### config.mk
export PLATFORM = sky130hd
export DESIGN_NAME = srv_pulse_gen
export DESIGN_NICKNAME = d
export VERILOG_FILES = /design/src/logic/srv_channel.v /design/src/logic/srv_pulse_gen.v
export VERILOG_INCLUDE_DIRS = /design/src /design/src/logic
export SDC_FILE = /design/constraint.sdc
export NUM_CORES = 1
export LEC_CHECK = 0
export ABC_CLOCK_PERIOD_IN_PS = 14000
export BUFFER_PORTS_ARGS = -buffer_cell sky130_fd_sc_hd__clkbuf_2
export CELL_PAD_IN_SITES_DETAIL_PLACEMENT = 1
export CELL_PAD_IN_SITES_GLOBAL_PLACEMENT = 1
export CORE_MARGIN = 5
export CORE_UTILIZATION = 50
export CTS_BUF_LIST = sky130_fd_sc_hd__clkbuf_2 sky130_fd_sc_hd__clkbuf_4 sky130_fd_sc_hd__clkbuf_8
export DETAILED_ROUTE_END_ITERATION = 6
export PLACE_DENSITY = 0.91
export SLEW_MARGIN = 40
export SYNTH_ARGS = -nofsm -noshare
export SYNTH_HDL_FRONTEND = slang
export SYNTH_HIERARCHICAL = 1
export SYNTH_SLANG_ARGS = --single-unit
### constraint.sdc
create_clock -name clock -period 14 [get_ports clock]
set_input_delay 2.8 -clock clock [delete_from_list [all_inputs] [get_ports clock]]
set_output_delay 2.8 -clock clock [all_outputs]
set_load 0.03 [all_outputs]
### src/logic/srv_consts.vh
`ifndef SRV_CONSTS_VH
`define SRV_CONSTS_VH

// register byte offsets
`define SRV_REG_CTRL      5'h00
`define SRV_REG_TRIM      5'h04
`define SRV_REG_SPEED     5'h08
`define SRV_REG_SCALE     5'h0c
`define SRV_REG_MOTION    5'h10
`define SRV_REG_STATUS    5'h14
`define SRV_REG_WIDTH     5'h18

// control field positions
`define SRV_CTRL_SERVO    0
`define SRV_CTRL_REST     1
`define SRV_CTRL_DIR      2

// motion field positions, right wheel sits 8 bits higher
`define SRV_MOT_ON        0
`define SRV_MOT_REV       1
`define SRV_MOT_SLOW      2
`define SRV_MOT_RIGHT     8

// reset values
`define SRV_CTRL_RST      3'h4
`define SRV_TRIM_RST      8'h80
`define SRV_SPEED_RST     7'h64
`define SRV_REDUCED_RST   7'h32
`define SRV_SCALE_RST     8'h32

// pulse figures in microseconds
`define SRV_STOP_US       13'h5dc
`define SRV_MIN_US        13'h3e8
`define SRV_MAX_US        13'h7d0
`define SRV_TRIM_MID      13'h080
`define SRV_TRIM_STEP_US  13'h001
`define SRV_PCT_FULL      7'h64
`define SRV_PCT_DIV       14'h000a

// timing
`define SRV_CLK_MHZ       100
`define SRV_TICK_US       1
`define SRV_FRAME_HZ      50
`define SRV_FRAME_US      (1000000 / `SRV_FRAME_HZ)
`define SRV_TICK_CYCLES   (`SRV_CLK_MHZ * `SRV_TICK_US)

// axi responses
`define SRV_RESP_OKAY     2'h0
`define SRV_RESP_SLVERR   2'h2

`endif

### src/logic/srv_channel.v
`timescale 1ns/1ps
`include "srv_consts.vh"

module srv_channel (
  input  wire        clock,
  input  wire        sys_rst,
  input  wire        frame_start,
  input  wire [14:0] us_count,
  input  wire        servo_mode,
  input  wire        rest_pulse,
  input  wire        motor_on,
  input  wire        motor_rev,
  input  wire        use_reduced,
  input  wire        dir_invert,
  input  wire [6:0]  speed,
  input  wire [6:0]  reduced,
  input  wire [7:0]  trim,
  input  wire [7:0]  scale,
  output reg         line_q,
  output reg  [12:0] width_q,
  output reg         active_q
);

  wire [6:0]  pct_raw;
  wire [6:0]  pct;
  wire [6:0]  scl;
  wire [13:0] prod;
  wire [13:0] delta_full;
  wire [12:0] delta;
  wire [12:0] center;
  wire        widen;
  wire [12:0] raw_width;
  wire [12:0] width_d;

  // percentages above full are held at full
  assign pct_raw = use_reduced ? reduced : speed;
  assign pct     = (pct_raw > `SRV_PCT_FULL) ? `SRV_PCT_FULL : pct_raw;
  assign scl     = (scale > {1'b0, `SRV_PCT_FULL}) ? `SRV_PCT_FULL : scale[6:0];

  // excursion scaling
  // excursion = scale% of 1000 us, times speed%
  assign prod       = {7'h00, scl} * {7'h00, pct};
  assign delta_full = prod / `SRV_PCT_DIV;
  assign delta      = motor_on ? delta_full[12:0] : 13'h0000;

  assign center = `SRV_STOP_US - `SRV_TRIM_MID * `SRV_TRIM_STEP_US
                + {5'h00, trim} * `SRV_TRIM_STEP_US;

  assign widen     = ~(motor_rev ^ dir_invert);
  assign raw_width = widen ? (center + delta) : (center - delta);

  assign width_d = (raw_width < `SRV_MIN_US) ? `SRV_MIN_US :
                   (raw_width > `SRV_MAX_US) ? `SRV_MAX_US : raw_width;

  // settings taken at frame start so a pulse is never cut short
  always @(posedge clock or posedge sys_rst)
  begin
    if (sys_rst)
    begin
      width_q  <= `SRV_STOP_US;
      active_q <= 1'b0;
      line_q   <= 1'b0;
    end
    else
    begin
      if (frame_start)
      begin
        width_q  <= width_d;
        active_q <= servo_mode & (motor_on | rest_pulse);
      end
      line_q <= active_q & ({2'b00, us_count} < width_q);
    end
  end

endmodule

### src/logic/srv_pulse_gen.v
`timescale 1ns/1ps
`include "srv_consts.vh"

// Function
// - each pulsing channel repeats its pulse fifty times per second.
// - pulse width stays within one to two milliseconds.
// - zero speed gives a nominal 1500 microsecond pulse.
// - wider pulse spins one way, narrower pulse spins the other way.
// - at default scale, half speed 1750 us, full speed 2000 us.
// - with rest pulsing on, stopped motors still get stop-width pulses.
// - by default a motor commanded off receives no pulses.
// - rest pulsing bit one keeps pulsing, zero restores default.
// - each wheel has an 8-bit stop trim, default 128.
// - excursion scale, default 50, rescales all speeds together.
// - direction bit zero reverses both servos, one restores default.
// - dc-motor speed settings drive the servo widths too.
// - separate open-drain left and right control lines.
// - speed and reduced speed are percentages, 100 is fastest.

module srv_pulse_gen #(
  parameter TICK_CYCLES = `SRV_TICK_CYCLES,
  parameter FRAME_US    = `SRV_FRAME_US
) (
  input  wire        clock,
  input  wire        sys_rst,
  input  wire [4:0]  s_axi_awaddr,
  input  wire        s_axi_awvalid,
  output wire        s_axi_awready,
  input  wire [31:0] s_axi_wdata,
  input  wire [3:0]  s_axi_wstrb,
  input  wire        s_axi_wvalid,
  output wire        s_axi_wready,
  output reg  [1:0]  s_axi_bresp,
  output reg         s_axi_bvalid,
  input  wire        s_axi_bready,
  input  wire [4:0]  s_axi_araddr,
  input  wire        s_axi_arvalid,
  output wire        s_axi_arready,
  output reg  [31:0] s_axi_rdata,
  output reg  [1:0]  s_axi_rresp,
  output reg         s_axi_rvalid,
  input  wire        s_axi_rready,
  input  wire        left_servo_in,
  output wire        left_servo_out,
  output wire        left_servo_oe_n,
  input  wire        right_servo_in,
  output wire        right_servo_out,
  output wire        right_servo_oe_n
);

  reg  [2:0]  ctrl_q;
  reg  [7:0]  trim_l_q;
  reg  [7:0]  trim_r_q;
  reg  [6:0]  speed_q;
  reg  [6:0]  reduced_q;
  reg  [7:0]  scale_q;
  reg  [15:0] motion_q;
  reg         aw_have_q;
  reg  [4:0]  aw_addr_q;
  reg         w_have_q;
  reg  [31:0] w_data_q;
  reg  [3:0]  w_strb_q;
  reg  [31:0] rdata_d;
  reg         rmapped_d;
  reg  [31:0] old_d;
  reg         wmapped_d;
  reg  [31:0] merged_d;
  reg  [15:0] tick_q;
  reg  [14:0] us_cnt_q;
  reg  [2:0]  lpin_q;
  reg  [2:0]  rpin_q;
  reg         lpin_lvl_q;
  reg         rpin_lvl_q;
  wire        tick_end;
  wire        frame_start;
  wire        do_write;
  wire        left_line;
  wire        right_line;
  wire [12:0] left_width;
  wire [12:0] right_width;
  wire        left_active;
  wire        right_active;
  integer     i;

  // write address and data may come in either order
  assign s_axi_awready = ~aw_have_q & ~s_axi_bvalid;
  assign s_axi_wready  = ~w_have_q & ~s_axi_bvalid;
  assign s_axi_arready = ~s_axi_rvalid;
  assign do_write      = aw_have_q & w_have_q & ~s_axi_bvalid;

  always @(posedge clock or posedge sys_rst)
  begin
    if (sys_rst)
    begin
      aw_have_q <= 1'b0;
      aw_addr_q <= 5'h00;
      w_have_q  <= 1'b0;
      w_data_q  <= 32'h00000000;
      w_strb_q  <= 4'h0;
    end
    else
    begin
      if (s_axi_awvalid & s_axi_awready)
      begin
        aw_have_q <= 1'b1;
        aw_addr_q <= s_axi_awaddr;
      end
      else if (do_write)
        aw_have_q <= 1'b0;
      if (s_axi_wvalid & s_axi_wready)
      begin
        w_have_q <= 1'b1;
        w_data_q <= s_axi_wdata;
        w_strb_q <= s_axi_wstrb;
      end
      else if (do_write)
        w_have_q <= 1'b0;
    end
  end

  // current contents of the addressed writable register
  always @*
  begin
    old_d     = 32'h00000000;
    wmapped_d = 1'b1;
    case ({aw_addr_q[4:2], 2'b00})
      `SRV_REG_CTRL:   old_d = {29'h0, ctrl_q};
      `SRV_REG_TRIM:   old_d = {16'h0, trim_r_q, trim_l_q};
      `SRV_REG_SPEED:  old_d = {17'h0, reduced_q, 1'b0, speed_q};
      `SRV_REG_SCALE:  old_d = {24'h0, scale_q};
      `SRV_REG_MOTION: old_d = {16'h0, motion_q};
      default:         wmapped_d = 1'b0;
    endcase
    for (i = 0; i < 4; i = i + 1)
      merged_d[i*8 +: 8] = w_strb_q[i] ? w_data_q[i*8 +: 8] : old_d[i*8 +: 8];
  end

  always @(posedge clock or posedge sys_rst)
  begin
    if (sys_rst)
    begin
      ctrl_q       <= `SRV_CTRL_RST;
      trim_l_q     <= `SRV_TRIM_RST;
      trim_r_q     <= `SRV_TRIM_RST;
      speed_q      <= `SRV_SPEED_RST;
      reduced_q    <= `SRV_REDUCED_RST;
      scale_q      <= `SRV_SCALE_RST;
      motion_q     <= 16'h0000;
      s_axi_bvalid <= 1'b0;
      s_axi_bresp  <= `SRV_RESP_OKAY;
    end
    else
    begin
      if (do_write)
      begin
        s_axi_bvalid <= 1'b1;
        s_axi_bresp  <= wmapped_d ? `SRV_RESP_OKAY : `SRV_RESP_SLVERR;
        case ({aw_addr_q[4:2], 2'b00})
          `SRV_REG_CTRL:
            ctrl_q <= merged_d[2:0];
          `SRV_REG_TRIM:
          begin
            trim_l_q <= merged_d[7:0];
            trim_r_q <= merged_d[15:8];
          end
          `SRV_REG_SPEED:
          begin
            speed_q   <= merged_d[6:0];
            reduced_q <= merged_d[14:8];
          end
          `SRV_REG_SCALE:
            scale_q <= merged_d[7:0];
          `SRV_REG_MOTION:
            motion_q <= merged_d[15:0] & 16'h0707;
          default:
            ctrl_q <= ctrl_q;
        endcase
      end
      else if (s_axi_bready)
        s_axi_bvalid <= 1'b0;
    end
  end

  // read side
  always @*
  begin
    rdata_d   = 32'h00000000;
    rmapped_d = 1'b1;
    case ({s_axi_araddr[4:2], 2'b00})
      `SRV_REG_CTRL:   rdata_d = {29'h0, ctrl_q};
      `SRV_REG_TRIM:   rdata_d = {16'h0, trim_r_q, trim_l_q};
      `SRV_REG_SPEED:  rdata_d = {17'h0, reduced_q, 1'b0, speed_q};
      `SRV_REG_SCALE:  rdata_d = {24'h0, scale_q};
      `SRV_REG_MOTION: rdata_d = {16'h0, motion_q};
      `SRV_REG_STATUS: rdata_d = {26'h0, rpin_lvl_q, lpin_lvl_q, right_line, left_line, right_active, left_active};
      `SRV_REG_WIDTH:  rdata_d = {3'h0, right_width, 3'h0, left_width};
      default:         rmapped_d = 1'b0;
    endcase
  end

  always @(posedge clock or posedge sys_rst)
  begin
    if (sys_rst)
    begin
      s_axi_rvalid <= 1'b0;
      s_axi_rdata  <= 32'h00000000;
      s_axi_rresp  <= `SRV_RESP_OKAY;
    end
    else
    begin
      if (s_axi_arvalid & s_axi_arready)
      begin
        s_axi_rvalid <= 1'b1;
        s_axi_rdata  <= rdata_d;
        s_axi_rresp  <= rmapped_d ? `SRV_RESP_OKAY : `SRV_RESP_SLVERR;
      end
      else if (s_axi_rready)
        s_axi_rvalid <= 1'b0;
    end
  end

  // pin readback, shows a shorted or unpowered line that the drive bits cannot
  // a level counts only once the two late stages agree
  always @(posedge clock or posedge sys_rst)
  begin
    if (sys_rst)
    begin
      lpin_q     <= 3'h0;
      rpin_q     <= 3'h0;
      lpin_lvl_q <= 1'b0;
      rpin_lvl_q <= 1'b0;
    end
    else
    begin
      lpin_q <= {lpin_q[1:0], left_servo_in};
      rpin_q <= {rpin_q[1:0], right_servo_in};
      if (lpin_q[1] == lpin_q[2])
        lpin_lvl_q <= lpin_q[2];
      if (rpin_q[1] == rpin_q[2])
        rpin_lvl_q <= rpin_q[2];
    end
  end

  // microsecond tick and frame counter shared by both wheels
  assign tick_end    = (tick_q == TICK_CYCLES[15:0] - 16'h0001);
  assign frame_start = tick_end & (us_cnt_q == FRAME_US[14:0] - 15'h0001);

  always @(posedge clock or posedge sys_rst)
  begin
    if (sys_rst)
    begin
      tick_q   <= 16'h0000;
      us_cnt_q <= 15'h0000;
    end
    else
    begin
      tick_q <= tick_end ? 16'h0000 : tick_q + 16'h0001;
      if (frame_start)
        us_cnt_q <= 15'h0000;
      else if (tick_end)
        us_cnt_q <= us_cnt_q + 15'h0001;
    end
  end

  srv_channel u_left (
    .clock       (clock),
    .sys_rst     (sys_rst),
    .frame_start (frame_start),
    .us_count    (us_cnt_q),
    .servo_mode  (ctrl_q[`SRV_CTRL_SERVO]),
    .rest_pulse  (ctrl_q[`SRV_CTRL_REST]),
    .motor_on    (motion_q[`SRV_MOT_ON]),
    .motor_rev   (motion_q[`SRV_MOT_REV]),
    .use_reduced (motion_q[`SRV_MOT_SLOW]),
    .dir_invert  (~ctrl_q[`SRV_CTRL_DIR]),
    .speed       (speed_q),
    .reduced     (reduced_q),
    .trim        (trim_l_q),
    .scale       (scale_q),
    .line_q      (left_line),
    .width_q     (left_width),
    .active_q    (left_active)
  );

  srv_channel u_right (
    .clock       (clock),
    .sys_rst     (sys_rst),
    .frame_start (frame_start),
    .us_count    (us_cnt_q),
    .servo_mode  (ctrl_q[`SRV_CTRL_SERVO]),
    .rest_pulse  (ctrl_q[`SRV_CTRL_REST]),
    .motor_on    (motion_q[`SRV_MOT_RIGHT + `SRV_MOT_ON]),
    .motor_rev   (motion_q[`SRV_MOT_RIGHT + `SRV_MOT_REV]),
    .use_reduced (motion_q[`SRV_MOT_RIGHT + `SRV_MOT_SLOW]),
    .dir_invert  (~ctrl_q[`SRV_CTRL_DIR]),
    .speed       (speed_q),
    .reduced     (reduced_q),
    .trim        (trim_r_q),
    .scale       (scale_q),
    .line_q      (right_line),
    .width_q     (right_width),
    .active_q    (right_active)
  );

  // open-drain lines
  // high is the external pull-up, so the pin is released during the pulse
  assign left_servo_out   = 1'b0;
  assign left_servo_oe_n  = left_line;
  assign right_servo_out  = 1'b0;
  assign right_servo_oe_n = right_line;

endmodule

==> flow_summary.html <==
<table>
<tr><th>Metric</th><th>Value</th></tr>
<tr><th colspan="2">Outcome</th></tr>
<tr><td>Result of the run</td><td>finished clean</td></tr>
<tr><th colspan="2">Logic synthesis</th></tr>
<tr><td>EDFF count, synth</td><td>0</td></tr>
<tr><td>Unique cell type count in the Yosys netlist</td><td>127</td></tr>
<tr><td>Most area-consuming cells after synthesis</td><td>sky130_fd_sc_hd__dfrtp_1 (21%), sky130_fd_sc_hd__ha_1 (8.4%), sky130_fd_sc_hd__fa_1 (5.7%)</td></tr>
<tr><td>Complex-gate fraction of the synthesized area</td><td>24.7%</td></tr>
<tr><td>Predominant post-synthesis flop cell</td><td>sky130_fd_sc_hd__dfrtp_1</td></tr>
<tr><td>Leading area contributor after synthesis</td><td>sky130_fd_sc_hd__dfrtp_1</td></tr>
<tr><td>Post-synthesis share of cell area spent on and, or, nand and nor gates</td><td>20.2%</td></tr>
<tr><td>Yosys warning count</td><td>6</td></tr>
<tr><td>Proportion of synthesized chip area in sequential cells</td><td>24.6%</td></tr>
<tr><td>Syn avg cell area</td><td>8.66 sq um</td></tr>
<tr><td>Combinational family with the most area after synthesis</td><td>compound AO/OA/AOI/OAI gates</td></tr>
<tr><td>Xor/xnor cell area share of the yosys netlist</td><td>approximately 4.3%</td></tr>
<tr><td>Number of synthesized register bits</td><td>172</td></tr>
<tr><td>Cells after Synth</td><td>2038</td></tr>
<tr><td>Cell with the most instances after synthesis</td><td>sky130_fd_sc_hd__nor2_1</td></tr>
<tr><td>Share of synthesized registers carrying an async set or reset</td><td>100%</td></tr>
<tr><td>Multiplexer area fraction after synthesis</td><td>between 6 and 7%</td></tr>
<tr><td>Synth top area share</td><td>approximately a fifth</td></tr>
<tr><td>Adder-cell area share of the yosys netlist</td><td>14.5%</td></tr>
<tr><td>Commonest cells post-synth</td><td>sky130_fd_sc_hd__nor2_1 (190), sky130_fd_sc_hd__nand2_1 (168), sky130_fd_sc_hd__dfrtp_1 (146)</td></tr>
<tr><td>Summed instance area of the synthesized netlist</td><td>roughly 18000 sq um</td></tr>
<tr><th colspan="2">Route</th></tr>
<tr><td>Number of DRC markers after the initial detailed-route iteration</td><td>1437</td></tr>
<tr><td>Number of detailed-routing iterations run before antenna repair</td><td>7</td></tr>
<tr><td># DRC</td><td>0</td></tr>
<tr><td>Post-route ant nets</td><td>0</td></tr>
<tr><td>Number of vias per cell</td><td>about 6.7</td></tr>
<tr><td>Mean routed wirelength per cell</td><td>23.1 um</td></tr>
<tr><td>Number of vias after detailed routing</td><td>about 17000</td></tr>
<tr><td>Sum of routed wire length over all layers</td><td>58800 um</td></tr>
<tr><th colspan="2">Setup path</th></tr>
<tr><td>Worst Setup Start Kind</td><td>flip-flop</td></tr>
<tr><td>Setup slack, reg-to-reg</td><td>690 ps</td></tr>
<tr><td>Beginning of the critical path</td><td>scale_q[0]$_DFFE_PP0P_</td></tr>
<tr><td>Worst Reg-to-Reg Cells</td><td>52</td></tr>
<tr><td>Worst reg2reg path startpoint</td><td>scale_q[0]$_DFFE_PP0P_</td></tr>
<tr><td>WP data required</td><td>~14000 ps</td></tr>
<tr><td>Largest stage delay on the critical path</td><td>between 500 and 600 ps</td></tr>
<tr><td>Critical path type</td><td>flip-flop to flip-flop</td></tr>
<tr><td>Crit-path leading delay family</td><td>compound AO/OA/AOI/OAI gates</td></tr>
<tr><td>Type of element capturing the critical path</td><td>flip-flop</td></tr>
<tr><td>Slowest stage cell, crit path</td><td>sky130_fd_sc_hd__fa_1</td></tr>
<tr><td>CP Max Fanout</td><td>9</td></tr>
<tr><td>Capture point of the worst reg-to-reg path</td><td>u_left/width_q[6]$_DFFE_PP1P_</td></tr>
<tr><td>Worst Path Arrival</td><td>13730 ps</td></tr>
<tr><td>Worst path bufs/invs</td><td>4</td></tr>
<tr><th colspan="2">STA</th></tr>
<tr><td>Final critical delay including setup and external delays</td><td>13310 ps</td></tr>
<tr><td>Slew Limit Fails</td><td>0</td></tr>
<tr><td>Achievable frequency</td><td>around 75 MHz</td></tr>
<tr><td>Period Utilization, post-route</td><td>between 90% and 100%</td></tr>
<tr><td>Least setup slack across all paths after layout</td><td>693 ps</td></tr>
<tr><td>Final number of hold-violating endpoints</td><td>0</td></tr>
<tr><td>Worst Tran Pin Value</td><td>831 ps</td></tr>
<tr><td>Final setup vio count</td><td>0</td></tr>
<tr><td>Maximum clock skew at final layout</td><td>about 24 ps</td></tr>
<tr><td>Relative slew margins</td><td>44.6%</td></tr>
<tr><th colspan="2">Clock network</th></tr>
<tr><td>CTS tree</td><td>built</td></tr>
<tr><td>H-tree depth</td><td>4</td></tr>
<tr><td>Maximum count of clock buffers along a single path</td><td>2</td></tr>
<tr><td>Clock network latency to the later pin of the worst-skew pair</td><td>480 ps</td></tr>
<tr><td>Number of buffers created by CTS</td><td>17</td></tr>
<tr><td>Clock-pin slew of the registers on the worst-case setup and hold paths</td><td>110 ps</td></tr>
<tr><td>Cell chosen for the clock root</td><td>sky130_fd_sc_hd__clkbuf_8</td></tr>
<tr><td>CTS sink count</td><td>~170</td></tr>
<tr><td>Number of hold buffers added after cts</td><td>0</td></tr>
<tr><th colspan="2">Global routing</th></tr>
<tr><td>Overall overflow remaining after global route</td><td>0</td></tr>
<tr><td>Pin count of the biggest net entering global routing</td><td>82</td></tr>
<tr><td>Global-route wire length before repair</td><td>94000 um</td></tr>
<tr><td>Number of antenna violations at the first check in global routing</td><td>0</td></tr>
<tr><td>Number of global-route vias before repair</td><td>17500</td></tr>
<tr><td>GRT Total Usage</td><td>29.1%</td></tr>
<tr><th colspan="2">Placed design</th></tr>
<tr><td>Final HPWL from detailed placement</td><td>43500 um</td></tr>
<tr><td>Worst slack at placement</td><td>164 ps</td></tr>
<tr><td>Quantity of I/O buffers inserted on ports</td><td>70</td></tr>
<tr><td>Final estimated routing congestion in global placement</td><td>between 0.9 and 1</td></tr>
<tr><td>Cell area after placement</td><td>18300 sq um</td></tr>
<tr><th colspan="2">Layout</th></tr>
<tr><td>Design area</td><td>18900 sq um</td></tr>
<tr><td>Final net count</td><td>between 2000 and 2500</td></tr>
<tr><td>Synthesis-to-layout area growth</td><td>7.25%</td></tr>
<tr><td>Diode count</td><td>0</td></tr>
<tr><td>Proportion of layout cells with a drive suffix above 1</td><td>15.8%</td></tr>
<tr><th colspan="2">Floorplan</th></tr>
<tr><td>Initial cell density of the core</td><td>50.8%</td></tr>
<tr><td>Number of placement rows</td><td>68</td></tr>
<tr><td>IO Pins</td><td>100</td></tr>
<tr><td>Vertical die dimension</td><td>about 200 um</td></tr>
<tr><td>Die area</td><td>39200 sq um</td></tr>
<tr><td>Core Box Area</td><td>34700 sq um</td></tr>
<tr><td>Horiz. Die Dim</td><td>198 um</td></tr>
<tr><th colspan="2">Worst hold path</th></tr>
<tr><td>Min-delay worst type</td><td>flip-flop to flip-flop</td></tr>
<tr><td>Hold Startpoint</td><td>rpin_q[0]$_DFF_PP0_</td></tr>
<tr><td>Capture endpoint of the worst hold path</td><td>rpin_q[1]$_DFF_PP0_</td></tr>
<tr><td>Hold Crit Depth</td><td>0</td></tr>
<tr><th colspan="2">Flow run</th></tr>
<tr><td>Max-capacitance violation count</td><td>0</td></tr>
</table>
==> what timing repair did <==
item / in CTS / in global routing
setup buffers: 0 / 4
gates resized for setup: 0 / 21
endpoints found under the setup margin: 0 / 22
==> final cells by class <==
type | instances | area, sq um
inverter | 127 | 484
tap | 455 | 569
clock buffer | 18 | 241
sequential | 172 | 4340
multi-input combinational | 1657 | 12500
timing repair buffer | 98 | 564
clock inverter | 14 | 204
fill | 4134 | 15800
==> state kept, by name, summed over array words and instances (netlist names), 2 cells and up <==
name	cells
s_axi_rdata	29
tick_q	16
w_data_q	16
us_cnt_q	15
u_left/width_q	13
u_right/width_q	13
scale_q	8
trim_l_q	8
trim_r_q	8
reduced_q	7
speed_q	7
motion_q	6
aw_addr_q	3
ctrl_q	3
lpin_q	3
rpin_q	3
w_strb_q	2
==> cell usage in the layout, fill, tap and decap left out, drive strengths merged, types with 10 or more instances in the layout <==
| master | synthesis | final |
|---|---|---|
| a21o | 40 | 40 |
| nor4 | 20 | 20 |
| or3 | 10 | 10 |
| o22ai | 14 | 14 |
| mux2 | 64 | 64 |
| a22o | 21 | 21 |
| conb | 2 | 15 |
| xnor2 | 50 | 50 |
| a31oi | 23 | 23 |
| mux2i | 26 | 26 |
| nor2b | 36 | 36 |
| nand2 | 168 | 168 |
| and3 | 21 | 21 |
| fa | 50 | 50 |
| nand3 | 54 | 54 |
| dfrtp | 146 | 146 |
| buf | 56 | 28 |
| or2 | 28 | 28 |
| o31ai | 20 | 20 |
| o21ai | 144 | 144 |
| o211ai | 25 | 25 |
| nor2 | 196 | 196 |
| a211oi | 22 | 22 |
| o21a | 20 | 20 |
| a22oi | 24 | 24 |
| a2bb2oi | 10 | 10 |
| nor3 | 41 | 41 |
| inv | 126 | 132 |
| dfstp | 26 | 26 |
| and2 | 27 | 27 |
| ha | 118 | 118 |
| clkbuf | 39 | 88 |
| xor2 | 37 | 37 |
| nand2b | 21 | 21 |
| nand4 | 24 | 24 |
| a21oi | 86 | 86 |
==> layer usage <==
| metal | global-route usage, % | up-vias | share of wire [%] |
|---|---|---|---|
| li1 | - | 7512 | - |
| met1 | 38.5 | 8570 | 41 |
| met2 | 50.6 | 708 | 50 |
| met3 | 2.69 | 141 | 5.9 |
| met4 | 9.03 | 0 | 3.1 |
| met5 | 0 | - | 0 |
==> through the flow <==
step                      TNS, ps  utilization [%]  instances  hold slack (ps)
after floorplan                 0                -       2051              331
after global placement          0             52.7       2505              349
after detailed placement        0             52.8       2505              338
after CTS                       0             54.1       2537              384
after global routing        -1.14             54.5       2541              387
final                           0             54.5       2541              379
==> how the worst max path moves through the flow <==
stage,to,slack (ps),depth (start not counted)
after floorplan,u_left/width_q[9]$_DFFE_PP0P_,2020,55
after global placement,u_left/width_q[6]$_DFFE_PP1P_,880,49
after detailed placement,u_left/width_q[2]$_DFFE_PP1P_,160,49
after CTS,u_left/width_q[6]$_DFFE_PP1P_,60,50
after global routing,u_right/width_q[1]$_DFFE_PP0P_,-1,47
final,u_left/width_q[6]$_DFFE_PP1P_,690,52
==> cells by family after synthesis <==
logic type | count (synthesis)
AO/OA/AOI/OAI | 591
XOR/XNOR | 87
adder cells (fa/ha/maj) | 176
buffers and inverters | 222
flip-flops | 172
multiplexers | 93
other | 2
AND/OR/NAND/NOR | 695
==> worst reg2reg max path: cells and delay by family (launching register included) <==
family / cells / cell delay, ps
AO/OA/AOI/OAI: 19 / 4400
AND/OR/NAND/NOR: 18 / 4030
adder cells (fa/ha/maj): 8 / 3470
XOR/XNOR: 2 / 480
flip-flops: 1 / 380
buffers and inverters: 4 / 330
multiplexers: 1 / 160
Power is not shown: default switching activity piles up to over one toggle a cycle in this logic, so the estimate is an artifact.
